==> config.mk <==
export PLATFORM = sky130hd
export DESIGN_NAME = tprc_ctrl
export DESIGN_NICKNAME = d
export VERILOG_FILES = /design/src/core/tprc_pkg.sv /design/src/core/tprc_sampler.sv /design/src/core/tprc_ctrl.sv
export VERILOG_INCLUDE_DIRS = /design/src /design/src/core
export SDC_FILE = /design/constraint.sdc
export NUM_CORES = 1
export LEC_CHECK = 0
export ABC_AREA = 0
export ABC_CLOCK_PERIOD_IN_PS = 6400
export BUFFER_PORTS_ARGS = -buffer_cell sky130_fd_sc_hd__clkbuf_2
export CAP_MARGIN = 20
export CELL_PAD_IN_SITES_DETAIL_PLACEMENT = 2
export CELL_PAD_IN_SITES_GLOBAL_PLACEMENT = 2
export CORE_MARGIN = 5
export CORE_UTILIZATION = 36
export DETAILED_ROUTE_END_ITERATION = 8
export MAX_ROUTING_LAYER = met4
export PLACE_DENSITY_LB_ADDON = 0.1
export SLEW_MARGIN = 5
export SYNTH_ARGS = -nofsm -noshare
export SYNTH_HDL_FRONTEND = slang
export SYNTH_SLANG_ARGS = --single-unit
==> constraint.sdc <==
create_clock -name i_clk -period 6.4 [get_ports i_clk]
set_input_delay 1.6 -clock i_clk [delete_from_list [all_inputs] [get_ports i_clk]]
set_output_delay 1.6 -clock i_clk [all_outputs]
set_load 0.02 [all_outputs]
==> src/core/tprc_params.svh <==
// Constants for the tape panel rewind and load-point control block.
// Assumes inclusion by bare name from files in core/.
`ifndef TPRC_PARAMS_SVH
`define TPRC_PARAMS_SVH

// ----------------------------------------------------------------------
// Clock and timing
// ----------------------------------------------------------------------
`define TPRC_CLK_MHZ         250
`define TPRC_BLINK_TIME_MS   100
`define TPRC_BLINK_CYCLES    (`TPRC_BLINK_TIME_MS * 1000 * `TPRC_CLK_MHZ)

// ----------------------------------------------------------------------
// Tape speeds in inches per second
// ----------------------------------------------------------------------
`define TPRC_SPEED_W         8
`define TPRC_REWIND_IPS      8'hF0
`define TPRC_NORMAL_IPS      8'h78
`define TPRC_STOP_IPS        8'h00

// ----------------------------------------------------------------------
// Input sampler width: switches, sensors and control unit lines
// ----------------------------------------------------------------------
`define TPRC_IN_W            14

// ----------------------------------------------------------------------
// Register map, byte addresses
// ----------------------------------------------------------------------
`define TPRC_ADDR_W          4
`define TPRC_OFS_CTRL        4'h0
`define TPRC_OFS_STATUS      4'h4
`define TPRC_OFS_BLINK       4'h8

// Control register fields and reset value.
`define TPRC_CTRL_PANEL_EN   0
`define TPRC_CTRL_CU_EN      1
`define TPRC_CTRL_RESET      2'h3

// Status register fields.
`define TPRC_STAT_LAMP_LSB   0
`define TPRC_STAT_LAMP_MSB   6
`define TPRC_STAT_STATE_LSB  8
`define TPRC_STAT_STATE_MSB  14
`define TPRC_STAT_PASSED     16
`define TPRC_STAT_BY_PANEL   17

`endif

==> src/core/tprc_pkg.sv <==
// Types shared by the tape panel rewind and load-point control block.
// Assumes nothing beyond a SystemVerilog compiler.
package tprc_pkg;

    // ------------------------------------------------------------------
    // Input groups
    // ------------------------------------------------------------------
    typedef struct packed {
        logic on_sw;
        logic off_sw;
        logic fwd_sw;
        logic bwd_sw;
        logic rewind_sw;
        logic load_point_sw;
        logic remote_sw;
    } tprc_switch_type;

    typedef struct packed {
        logic marker;
        logic unload_point;
        logic vac_fault;
    } tprc_sense_type;

    typedef struct packed {
        logic rewind_il;
        logic rewind_lp;
        logic fwd;
        logic bwd;
    } tprc_cu_type;

    // ------------------------------------------------------------------
    // Output groups
    // ------------------------------------------------------------------
    typedef struct packed {
        logic on;
        logic local_mode;
        logic remote_mode;
        logic forward;
        logic backward;
        logic rewind;
        logic load_point;
    } tprc_lamp_type;

    typedef struct packed {
        logic       run;
        logic       reverse;
        logic [7:0] speed_ips;
    } tprc_motion_type;

    // ------------------------------------------------------------------
    // Motion sequencer states
    // ------------------------------------------------------------------
    typedef enum logic [6:0] {
        ST_IDLE    = 7'h01,
        ST_LP_FWD  = 7'h02,
        ST_RW_IL   = 7'h04,
        ST_RW_LP   = 7'h08,
        ST_MAN_FWD = 7'h10,
        ST_MAN_BWD = 7'h20,
        ST_CU_MOVE = 7'h40
    } tprc_state_type;

endpackage

==> src/core/tprc_sampler.sv <==
// Input sampler: registers every panel, sensor and control unit line and
// flags the first sampled cycle of each rising level.
// Assumes the inputs are already synchronous to i_clk.
`timescale 1ns/100ps
`include "tprc_params.svh"

module tprc_sampler
(
    // Clock and reset
    input  wire logic                   i_clk,
    input  wire logic                   i_rst,
    // Raw lines
    input  wire logic [`TPRC_IN_W-1:0]  i_raw,
    // Sampled level and first-cycle pulse
    output logic      [`TPRC_IN_W-1:0]  o_level,
    output logic      [`TPRC_IN_W-1:0]  o_rise
);

    logic [`TPRC_IN_W-1:0] level_ff;
    logic [`TPRC_IN_W-1:0] rise_ff;

    always_ff @(posedge i_clk or posedge i_rst)
    begin
        if (i_rst)
        begin
            level_ff <= '0;
            rise_ff  <= '0;
        end
        else
        begin
            level_ff <= i_raw;
            rise_ff  <= i_raw & ~level_ff;
        end
    end

    assign o_level = level_ff;
    assign o_rise  = rise_ff;

endmodule

==> src/core/tprc_ctrl.sv <==
// Operator panel control for a reel-to-reel tape unit: rewind and
// load-point switch handling, indicators and motion commands, with an
// Avalon-MM slave for control and status.
// Assumes synchronous inputs and an Avalon master that holds its request
// until it samples waitrequest low.
`timescale 1ns/100ps
`include "tprc_params.svh"

module tprc_ctrl
#(
    parameter logic [31:0] P_BLINK_CYCLES = 32'(`TPRC_BLINK_CYCLES)
)
(
    // Clock and reset
    input  wire logic                          i_clk,
    input  wire logic                          i_rst,
    // Panel switches, sensors and control unit requests
    input  wire tprc_pkg::tprc_switch_type     i_switch,
    input  wire tprc_pkg::tprc_sense_type      i_sense,
    input  wire tprc_pkg::tprc_cu_type         i_cu,
    // Indicators and motion command
    output tprc_pkg::tprc_lamp_type            o_lamp,
    output tprc_pkg::tprc_motion_type          o_motion,
    // Avalon-MM slave
    input  wire logic [`TPRC_ADDR_W-1:0]       i_avs_address,
    input  wire logic                          i_avs_read,
    input  wire logic                          i_avs_write,
    input  wire logic [31:0]                   i_avs_writedata,
    input  wire logic [3:0]                    i_avs_byteenable,
    output logic      [31:0]                   o_avs_readdata,
    output logic                               o_avs_waitrequest
);

    // ------------------------------------------------------------------
    // Input sampling
    // ------------------------------------------------------------------
    logic [`TPRC_IN_W-1:0]     in_level;
    logic [`TPRC_IN_W-1:0]     in_rise;
    tprc_pkg::tprc_switch_type sw_lvl;
    tprc_pkg::tprc_switch_type sw_rise;
    tprc_pkg::tprc_sense_type  sen;
    tprc_pkg::tprc_cu_type     cu;
    tprc_pkg::tprc_cu_type     cu_rise;

    tprc_sampler u_sampler
    (
        .i_clk   (i_clk),
        .i_rst   (i_rst),
        .i_raw   ({i_switch, i_sense, i_cu}),
        .o_level (in_level),
        .o_rise  (in_rise)
    );

    assign sw_lvl  = in_level[13:7];
    assign sw_rise = in_rise[13:7];
    assign sen     = in_level[6:4];
    assign cu      = in_level[3:0];
    assign cu_rise = in_rise[3:0];

    // ------------------------------------------------------------------
    // Registers and decode
    // ------------------------------------------------------------------
    tprc_pkg::tprc_state_type  state_ff;
    tprc_pkg::tprc_state_type  nxt_state;
    tprc_pkg::tprc_lamp_type   lamp_ff;
    tprc_pkg::tprc_lamp_type   nxt_lamp;
    tprc_pkg::tprc_motion_type motion_ff;
    tprc_pkg::tprc_motion_type nxt_motion;
    logic                      passed_ff;
    logic                      by_panel_ff;
    logic [31:0]               blink_cnt_ff;
    logic [1:0]                ctrl_ff;
    logic [31:0]               blink_len_ff;
    logic                      wait_ff;
    logic [31:0]               rdata_ff;

    logic panel_en;
    logic cu_en;
    logic fault;
    logic abort;
    logic local_on;
    logic rewind_go;
    logic lp_go;
    logic convert;
    logic manual;
    logic blink_over;
    logic bus_req;
    logic bus_commit;

    assign panel_en = ctrl_ff[`TPRC_CTRL_PANEL_EN];
    assign cu_en    = ctrl_ff[`TPRC_CTRL_CU_EN];

    // power lost on off or column fault
    assign fault    = (panel_en & sw_rise.off_sw) | sen.vac_fault;
    assign abort    = fault | ~lamp_ff.on;
    assign local_on = lamp_ff.on & lamp_ff.local_mode;

    assign rewind_go = panel_en & sw_rise.rewind_sw & local_on & ~sen.unload_point & ~fault;

    assign lp_go = panel_en & sw_rise.load_point_sw & local_on & ~fault;

    // panel rewind converted by either switch
    // any rewind converted before the marker
    assign convert = (state_ff == tprc_pkg::ST_RW_IL) & ~passed_ff & panel_en &
                     (sw_rise.load_point_sw | (sw_rise.remote_sw & by_panel_ff));

    assign manual = (state_ff == tprc_pkg::ST_MAN_FWD) | (state_ff == tprc_pkg::ST_MAN_BWD);

    // ------------------------------------------------------------------
    // Motion sequencer
    // ------------------------------------------------------------------
    always_comb
    begin
        nxt_state = state_ff;
        case (state_ff)
            tprc_pkg::ST_IDLE:
            begin
                if (abort)
                    nxt_state = tprc_pkg::ST_IDLE;
                else if (rewind_go)
                    nxt_state = tprc_pkg::ST_RW_IL;
                // no motion already at the marker
                else if (lp_go)
                    nxt_state = sen.marker ? tprc_pkg::ST_IDLE : tprc_pkg::ST_LP_FWD;
                else if (cu_en & lamp_ff.remote_mode & cu_rise.rewind_il & ~sen.unload_point)
                    nxt_state = tprc_pkg::ST_RW_IL;
                else if (cu_en & lamp_ff.remote_mode & cu_rise.rewind_lp & ~sen.marker)
                    nxt_state = tprc_pkg::ST_RW_LP;
                else if (cu_en & lamp_ff.remote_mode & (cu.fwd ^ cu.bwd))
                    nxt_state = tprc_pkg::ST_CU_MOVE;
                else if (panel_en & local_on & sw_rise.fwd_sw)
                    nxt_state = tprc_pkg::ST_MAN_FWD;
                else if (panel_en & local_on & sw_rise.bwd_sw & ~sen.unload_point)
                    nxt_state = tprc_pkg::ST_MAN_BWD;
            end
            tprc_pkg::ST_RW_IL:
            begin
                if (abort | sen.unload_point)
                    nxt_state = tprc_pkg::ST_IDLE;
                else if (convert)
                    nxt_state = tprc_pkg::ST_RW_LP;
            end
            tprc_pkg::ST_RW_LP:
            begin
                if (abort | sen.marker)
                    nxt_state = tprc_pkg::ST_IDLE;
            end
            tprc_pkg::ST_LP_FWD:
            begin
                // halt on off or column fault
                if (abort | sen.marker)
                    nxt_state = tprc_pkg::ST_IDLE;
            end
            tprc_pkg::ST_MAN_FWD:
            begin
                if (abort | ~sw_lvl.fwd_sw)
                    nxt_state = tprc_pkg::ST_IDLE;
            end
            tprc_pkg::ST_MAN_BWD:
            begin
                if (abort | ~sw_lvl.bwd_sw | sen.unload_point)
                    nxt_state = tprc_pkg::ST_IDLE;
            end
            tprc_pkg::ST_CU_MOVE:
            begin
                if (abort | ~(cu.fwd ^ cu.bwd))
                    nxt_state = tprc_pkg::ST_IDLE;
            end
            default:
            begin
                nxt_state = tprc_pkg::ST_IDLE;
            end
        endcase
    end

    always_ff @(posedge i_clk or posedge i_rst)
    begin
        if (i_rst)
            state_ff <= tprc_pkg::ST_IDLE;
        else
            state_ff <= nxt_state;
    end

    // Marker-passed and origin flags for the rewind in progress.
    always_ff @(posedge i_clk or posedge i_rst)
    begin
        if (i_rst)
        begin
            passed_ff   <= 1'b0;
            by_panel_ff <= 1'b0;
        end
        else if (state_ff == tprc_pkg::ST_IDLE)
        begin
            passed_ff   <= 1'b0;
            by_panel_ff <= rewind_go;
        end
        else if (sen.marker)
        begin
            passed_ff <= 1'b1;
        end
    end

    // ------------------------------------------------------------------
    // Motion command
    // ------------------------------------------------------------------
    always_comb
    begin
        nxt_motion.run       = 1'b1;
        nxt_motion.reverse   = 1'b0;
        nxt_motion.speed_ips = `TPRC_NORMAL_IPS;
        case (nxt_state)
            tprc_pkg::ST_RW_IL,
            tprc_pkg::ST_RW_LP:
            begin
                nxt_motion.reverse   = 1'b1;
                nxt_motion.speed_ips = `TPRC_REWIND_IPS;
            end
            tprc_pkg::ST_LP_FWD,
            tprc_pkg::ST_MAN_FWD:
            begin
                nxt_motion.reverse = 1'b0;
            end
            tprc_pkg::ST_MAN_BWD:
            begin
                nxt_motion.reverse = 1'b1;
            end
            tprc_pkg::ST_CU_MOVE:
            begin
                nxt_motion.reverse = cu.bwd;
            end
            default:
            begin
                nxt_motion.run       = 1'b0;
                nxt_motion.speed_ips = `TPRC_STOP_IPS;
            end
        endcase
    end

    always_ff @(posedge i_clk or posedge i_rst)
    begin
        if (i_rst)
            motion_ff <= '0;
        else
            motion_ff <= nxt_motion;
    end

    // ------------------------------------------------------------------
    // Load-point blink timer
    // ------------------------------------------------------------------
    // The timer only runs while a manual switch holds the tape moving over
    // the marker, so a stop on the marker by any other motion stays lit.
    always_ff @(posedge i_clk or posedge i_rst)
    begin
        if (i_rst)
            blink_cnt_ff <= 32'h0000_0000;
        else if (~(manual & sen.marker))
            blink_cnt_ff <= 32'h0000_0000;
        else if (~blink_over)
            blink_cnt_ff <= blink_cnt_ff + 32'h0000_0001;
    end

    assign blink_over = manual & (blink_cnt_ff >= blink_len_ff);

    // ------------------------------------------------------------------
    // Indicators
    // ------------------------------------------------------------------
    always_comb
    begin
        nxt_lamp = lamp_ff;
        if (fault)
            nxt_lamp.on = 1'b0;
        else if (panel_en & sw_rise.on_sw)
            nxt_lamp.on = 1'b1;

        if (panel_en & sw_rise.off_sw)
        begin
            nxt_lamp.local_mode  = 1'b1;
            nxt_lamp.remote_mode = 1'b0;
        end
        else if (convert | lp_go | (panel_en & sw_rise.remote_sw & local_on))
        begin
            nxt_lamp.local_mode  = 1'b0;
            nxt_lamp.remote_mode = 1'b1;
        end

        if (state_ff == tprc_pkg::ST_IDLE && nxt_state != tprc_pkg::ST_IDLE)
        begin
            nxt_lamp.forward  = ~nxt_motion.reverse;
            nxt_lamp.backward = nxt_motion.reverse;
        end
        else if (lp_go | (panel_en & local_on & sw_rise.fwd_sw))
        begin
            nxt_lamp.forward  = 1'b1;
            nxt_lamp.backward = 1'b0;
        end
        else if (panel_en & local_on & sw_rise.bwd_sw)
        begin
            nxt_lamp.forward  = 1'b0;
            nxt_lamp.backward = 1'b1;
        end

        // rewind lamp on any rewind start
        // rewind lamp off at end or power loss
        if (nxt_state == tprc_pkg::ST_RW_IL || nxt_state == tprc_pkg::ST_RW_LP)
            nxt_lamp.rewind = 1'b1;
        else
            nxt_lamp.rewind = 1'b0;
        if (~nxt_lamp.on)
            nxt_lamp.rewind = 1'b0;

        // dark on off or column fault
        nxt_lamp.load_point = nxt_lamp.on & ~fault & sen.marker & ~blink_over;
    end

    always_ff @(posedge i_clk or posedge i_rst)
    begin
        if (i_rst)
        begin
            lamp_ff            <= '0;
            lamp_ff.local_mode <= 1'b1;
        end
        else
        begin
            lamp_ff <= nxt_lamp;
        end
    end

    assign o_lamp   = lamp_ff;
    assign o_motion = motion_ff;

    // ------------------------------------------------------------------
    // Avalon-MM slave
    // ------------------------------------------------------------------
    // Fixed latency of one wait cycle: waitrequest drops for exactly one
    // cycle per request, and the write lands on the edge that ends that cycle.
    function automatic logic [31:0] merge_bytes(input logic [31:0] old_val,
                                                input logic [31:0] new_val,
                                                input logic [3:0]  be);
        logic [31:0] res;
        res = old_val;
        for (int i = 0; i < 4; i++)
        begin
            if (be[i])
                res[i*8 +: 8] = new_val[i*8 +: 8];
        end
        return res;
    endfunction

    assign bus_req    = i_avs_read | i_avs_write;
    assign bus_commit = bus_req & ~wait_ff;

    always_ff @(posedge i_clk or posedge i_rst)
    begin
        if (i_rst)
            wait_ff <= 1'b1;
        else
            wait_ff <= ~(bus_req & wait_ff);
    end

    always_ff @(posedge i_clk or posedge i_rst)
    begin
        if (i_rst)
        begin
            ctrl_ff      <= `TPRC_CTRL_RESET;
            blink_len_ff <= P_BLINK_CYCLES;
        end
        else if (bus_commit & i_avs_write)
        begin
            if (i_avs_address == `TPRC_OFS_CTRL)
                ctrl_ff <= 2'(merge_bytes({30'h0, ctrl_ff}, i_avs_writedata,
                                          i_avs_byteenable));
            else if (i_avs_address == `TPRC_OFS_BLINK)
                blink_len_ff <= merge_bytes(blink_len_ff, i_avs_writedata,
                                            i_avs_byteenable);
        end
    end

    always_ff @(posedge i_clk or posedge i_rst)
    begin
        if (i_rst)
        begin
            rdata_ff <= 32'h0000_0000;
        end
        else if (bus_req & wait_ff & i_avs_read)
        begin
            rdata_ff <= 32'h0000_0000;
            case (i_avs_address)
                `TPRC_OFS_CTRL:
                    rdata_ff[1:0] <= ctrl_ff;
                `TPRC_OFS_STATUS:
                begin
                    rdata_ff[`TPRC_STAT_LAMP_MSB:`TPRC_STAT_LAMP_LSB]   <= lamp_ff;
                    rdata_ff[`TPRC_STAT_STATE_MSB:`TPRC_STAT_STATE_LSB] <= state_ff;
                    rdata_ff[`TPRC_STAT_PASSED]                         <= passed_ff;
                    rdata_ff[`TPRC_STAT_BY_PANEL]                       <= by_panel_ff;
                end
                `TPRC_OFS_BLINK:
                    rdata_ff <= blink_len_ff;
                default:
                    rdata_ff <= 32'h0000_0000;
            endcase
        end
    end

    assign o_avs_readdata    = rdata_ff;
    assign o_avs_waitrequest = wait_ff;

endmodule

==> results.sh <==
export IMPL_port_buffers=104
export IMPL_drtIter0Drc=267
export IMPL_critical_path_top_cell_by_count="a21oi_1"
export IMPL_ys_seq_elements=143
export IMPL_p_seq_share_pct=45.1
export IMPL_die_width_um=152
export IMPL_worstPathMaxFanout=25
export IMPL_synthesis_area_um2=7210
export IMPL_detail_route_wl_per_cell_um=21.0
export IMPL_switching_share_pct=27.5
export IMPL_unrepaired_setup_endpoints_after_global_routing="false"
export IMPL_global_route_usage_total_pct=21.5
export IMPL_design_core_area_um2=19600
export IMPL_detail_route_first_pass_iterations=5
export IMPL_worst_endpoint_required_ns=6.75
export IMPL_timing_final_hold_violations=0
export IMPL_dieArea_um2=23000
export IMPL_chipHeight_um=152
export IMPL_final_max_slew_viols=0
export IMPL_max_vdd_ir_drop_mv=0.169
export IMPL_power_share_clock_pct=45.4
export IMPL_place_gp_congestion=0.838
export IMPL_ys_types=65
export IMPL_dr_total_vias=6027
export IMPL_final_min_period_over_clock_period_pct=54.1
export IMPL_post_route_util_pct=44.1
export IMPL_placedInstanceArea_um2=7990
export IMPL_nets=921
export IMPL_layout_drive_gt1_share_pct=23.4
export IMPL_setup_viol_count_final=0
export IMPL_timing_critical_path_arrival_ns=3.81
export IMPL_tritoncts_num_buffers=17
export IMPL_finalClockSkew_ns=0.0111
export IMPL_dp_final_hpwl_um=17500
export IMPL_critPathMaxStageDelay_ns=0.62
export IMPL_clk_insertion_delay_late_ns=0.43
export IMPL_io_pins=108
export IMPL_ys_flop_type="dfrtp_1"
export IMPL_area_growth_syn_to_layout_pct=19.6
export IMPL_total_power_w=0.00226
export IMPL_cts_sinks=143
export IMPL_grt_max_degree=90
export IMPL_synth_edf_count=0
export IMPL_rows=51
export IMPL_totalWireLength_um=23300
export IMPL_run_status="finished clean"
export IMPL_worstSetupPathType="flip-flop to flip-flop"
export IMPL_pwr_density_cell_nw_per_um2=262
export IMPL_static_leakage_power_nw=3.86
export IMPL_synth_top_cells_by_area="dfrtp_1, dfstp_2, ha_1"
export IMPL_synth_top_cell_area_share_pct=43.7
export IMPL_seq_area_frac_synth_pct=49.9
export IMPL_via_count_of_the_first_global_routing_pass=6561
export IMPL_cp_cell_sequence="inv_1, ha_1, a21oi_1, o21ai_1, a221o_1, a2111o_1, buf_4, or2_0, or4_1, a21oi_1"
export IMPL_finalSetupTns_ns=0
export IMPL_grt_first_pass_wirelength_um=37100
export IMPL_fmax_mhz=289
export IMPL_antenna_cells=0
export IMPL_master_cell_of_the_clock_root_buffer="clkbuf_16"
export IMPL_grt_ovfl_total=0
export IMPL_drtAntennaViolNets=0
export IMPL_post_cts_buffers=0
export IMPL_net_switching_power_w=0.000621
export IMPL_final_period_minus_worst_setup_slack_ns=3.46
export IMPL_synthCells=731
export IMPL_cts_resized=0
export IMPL_tightestPinTransition_ns=1.07
export IMPL_relSlewSlack_pct=27.1
export IMPL_end_kind="flip-flop"
export IMPL_cap_violations=0
export IMPL_hold_path_class="flip-flop to flip-flop"
export IMPL_yosysWarnings=0
export IMPL_fin_area_um2=8630
export IMPL_clkSlewWorstSetupHoldPaths_ns=0.06
export IMPL_start_kind="flip-flop"
export IMPL_comb_power_share_pct=9.5
export IMPL_clock_tree_htree_level_count=4
export IMPL_synth_async_reset_ratio_pct=100
export IMPL_internal_power_w=0.00164
export IMPL_drt_drc_violations_left=0
export IMPL_synth_avg_cell_area_um2=9.87
export IMPL_critical_path_slowest_cell="or4_1"
export IMPL_avgViaCountPerCell=5.44
export IMPL_clock_path_buffers=2
export IMPL_start_util_pct=36.8
export IMPL_initial_antenna_violation_count=1
export IMPL_tritoncts="built"
export IMPL_yosysTopAreaCell="dfrtp_1"
export IMPL_quantity_of_hold_fixing_buffers_added_after_cts=0
==> cell families (layout without fill, tap and decap cells) <==
family | count (synthesis) | after routing | synth area share (%)
flip-flops | 143 | 143 | 49.9
other | 1 | 3 | 0.0520
adder cells (fa/ha/maj) | 33 | 33 | 5.72
multiplexers | 29 | 29 | 4.49
AND/OR/NAND/NOR | 286 | 286 | 20.6
AO/OA/AOI/OAI | 140 | 140 | 11.9
XOR/XNOR | 26 | 26 | 3.16
buffers and inverters | 73 | 183 | 4.20
==> registers in the layout, indices dropped and copies added (netlist names), 5 cells and up <==
name and cells:
blink_cnt_ff 32, o_lamp 7, o_avs_readdata 32, blink_len_ff 32
u_sampler.o_level 14, state_ff 7, o_motion 5, u_sampler.o_rise 9
==> through the flow <==
stage	instances	hold WS, ns	setup slack, ns
finish	1108	0.399	2.94
global route	1108	0.413	2.73
CTS	1106	0.403	2.92
detailed placement	1074	0.393	2.91
global placement	1074	0.387	3.04
floorplan	733	0.378	0.990
==> Yosys cell counts, types with 3 or more instances <==
master	count
nor3b_1	6
or3_1	11
dfstp_2	17
and4_1	3
nand2_1	93
o21a_1	5
a21oi_1	26
buf_4	5
nor4b_1	5
nor4_1	12
clkbuf_1	25
ha_1	33
or4_1	6
and3_1	8
and2_1	4
nand4_1	24
a22oi_1	14
nor2b_1	14
mux2_2	27
dfrtp_1	126
nand3_1	23
nand2b_1	7
o21ai_0	57
a31oi_1	5
nor3_1	18
inv_1	40
o31ai_1	7
nor2_1	39
xnor2_1	24
==> cell type report <==
class | instances | area [µm²]
Tap cell | 265 | 332
Clock inverter | 15 | 174
Multi-Input combinational cell | 517 | 3340
Clock buffer | 17 | 425
Sequential cell | 143 | 3600
Inverter | 40 | 155
Timing Repair Buffer | 111 | 606
Fill cell | 2104 | 11000
==> power groups by stage <==
stage | Sequential, W | Clock, W | Combinational [W]
floorplan | 0.00102 | 0 | 0.000124
global placement | 0.00103 | 0 | 0.000200
detailed placement | 0.00104 | 0 | 0.000215
CTS | 0.00102 | 0.00104 | 0.000218
global route | 0.00103 | 0.00108 | 0.000240
finish | 0.00102 | 0.00103 | 0.000215
==> worst paths after layout <==
check                                               start                         endpoint  slack, ns  cells past startpoint
setup reg to reg             blink_len_ff[19]$_DFFE_PP1P_     blink_cnt_ff[19]$_DFFE_PP0P_       2.94                     10
hold reg to reg            u_sampler.o_level[3]$_DFF_PP0_    u_sampler.o_rise[3]$_DFF_PP0_       0.40                      1
hold / removal             u_sampler.o_level[3]$_DFF_PP0_    u_sampler.o_rise[3]$_DFF_PP0_       0.40                      1
setup / recovery             blink_len_ff[19]$_DFFE_PP1P_     blink_cnt_ff[19]$_DFFE_PP0P_       2.94                     10
max in group asynchronous                           i_rst            o_motion[9]$_DFF_PP0_       3.79                      3
min in group asynchronous                           i_rst  u_sampler.o_level[10]$_DFF_PP0_       1.32                      2
==> layer usage <==
layer | routed length (µm) | global-route usage [%] | vias to the layer above
li1 | - | - | 2808
met2 | 11000 | 34.1 | 134
met4 | 204 | 3.86 | 0
met5 | 0 | - | -
met3 | 919 | 3.81 | 17
met1 | 11200 | 29.6 | 3068
==> worst max-delay path: cells and delay by family, from the launching register on <==
family / cells / cell delay [ns]
AOI/OAI and AO/OA: 5 / 1.14
buffers and inverters: 2 / 0.27
adders and majority gates: 1 / 0.30
and+or+nand+nor: 2 / 1.11
DFF: 1 / 0.54
==> layout by cell type (no fill, tap or decap), drive strengths merged, types with 5 or more instances in the layout <==
cell type  netlist  final
a21oi           26     26
a22oi           14     14
a31oi            5      5
and3             8      8
buf              8      7
clkbuf          25    121
dfrtp          126    126
dfstp           17     17
ha              33     33
inv             40     49
mux2            27     27
nand2           93     93
nand2b           7      7
nand3           23     23
nand4           24     24
nor2            39     39
nor2b           14     14
nor3            18     18
nor3b            6      6
nor4            14     14
nor4b            5      5
o21a             5      5
o21ai           59     59
o31ai            7      7
or3             11     11
or4              6      6
xnor2           24     24
No activity file was read; power rests on OpenSTA's default activity.
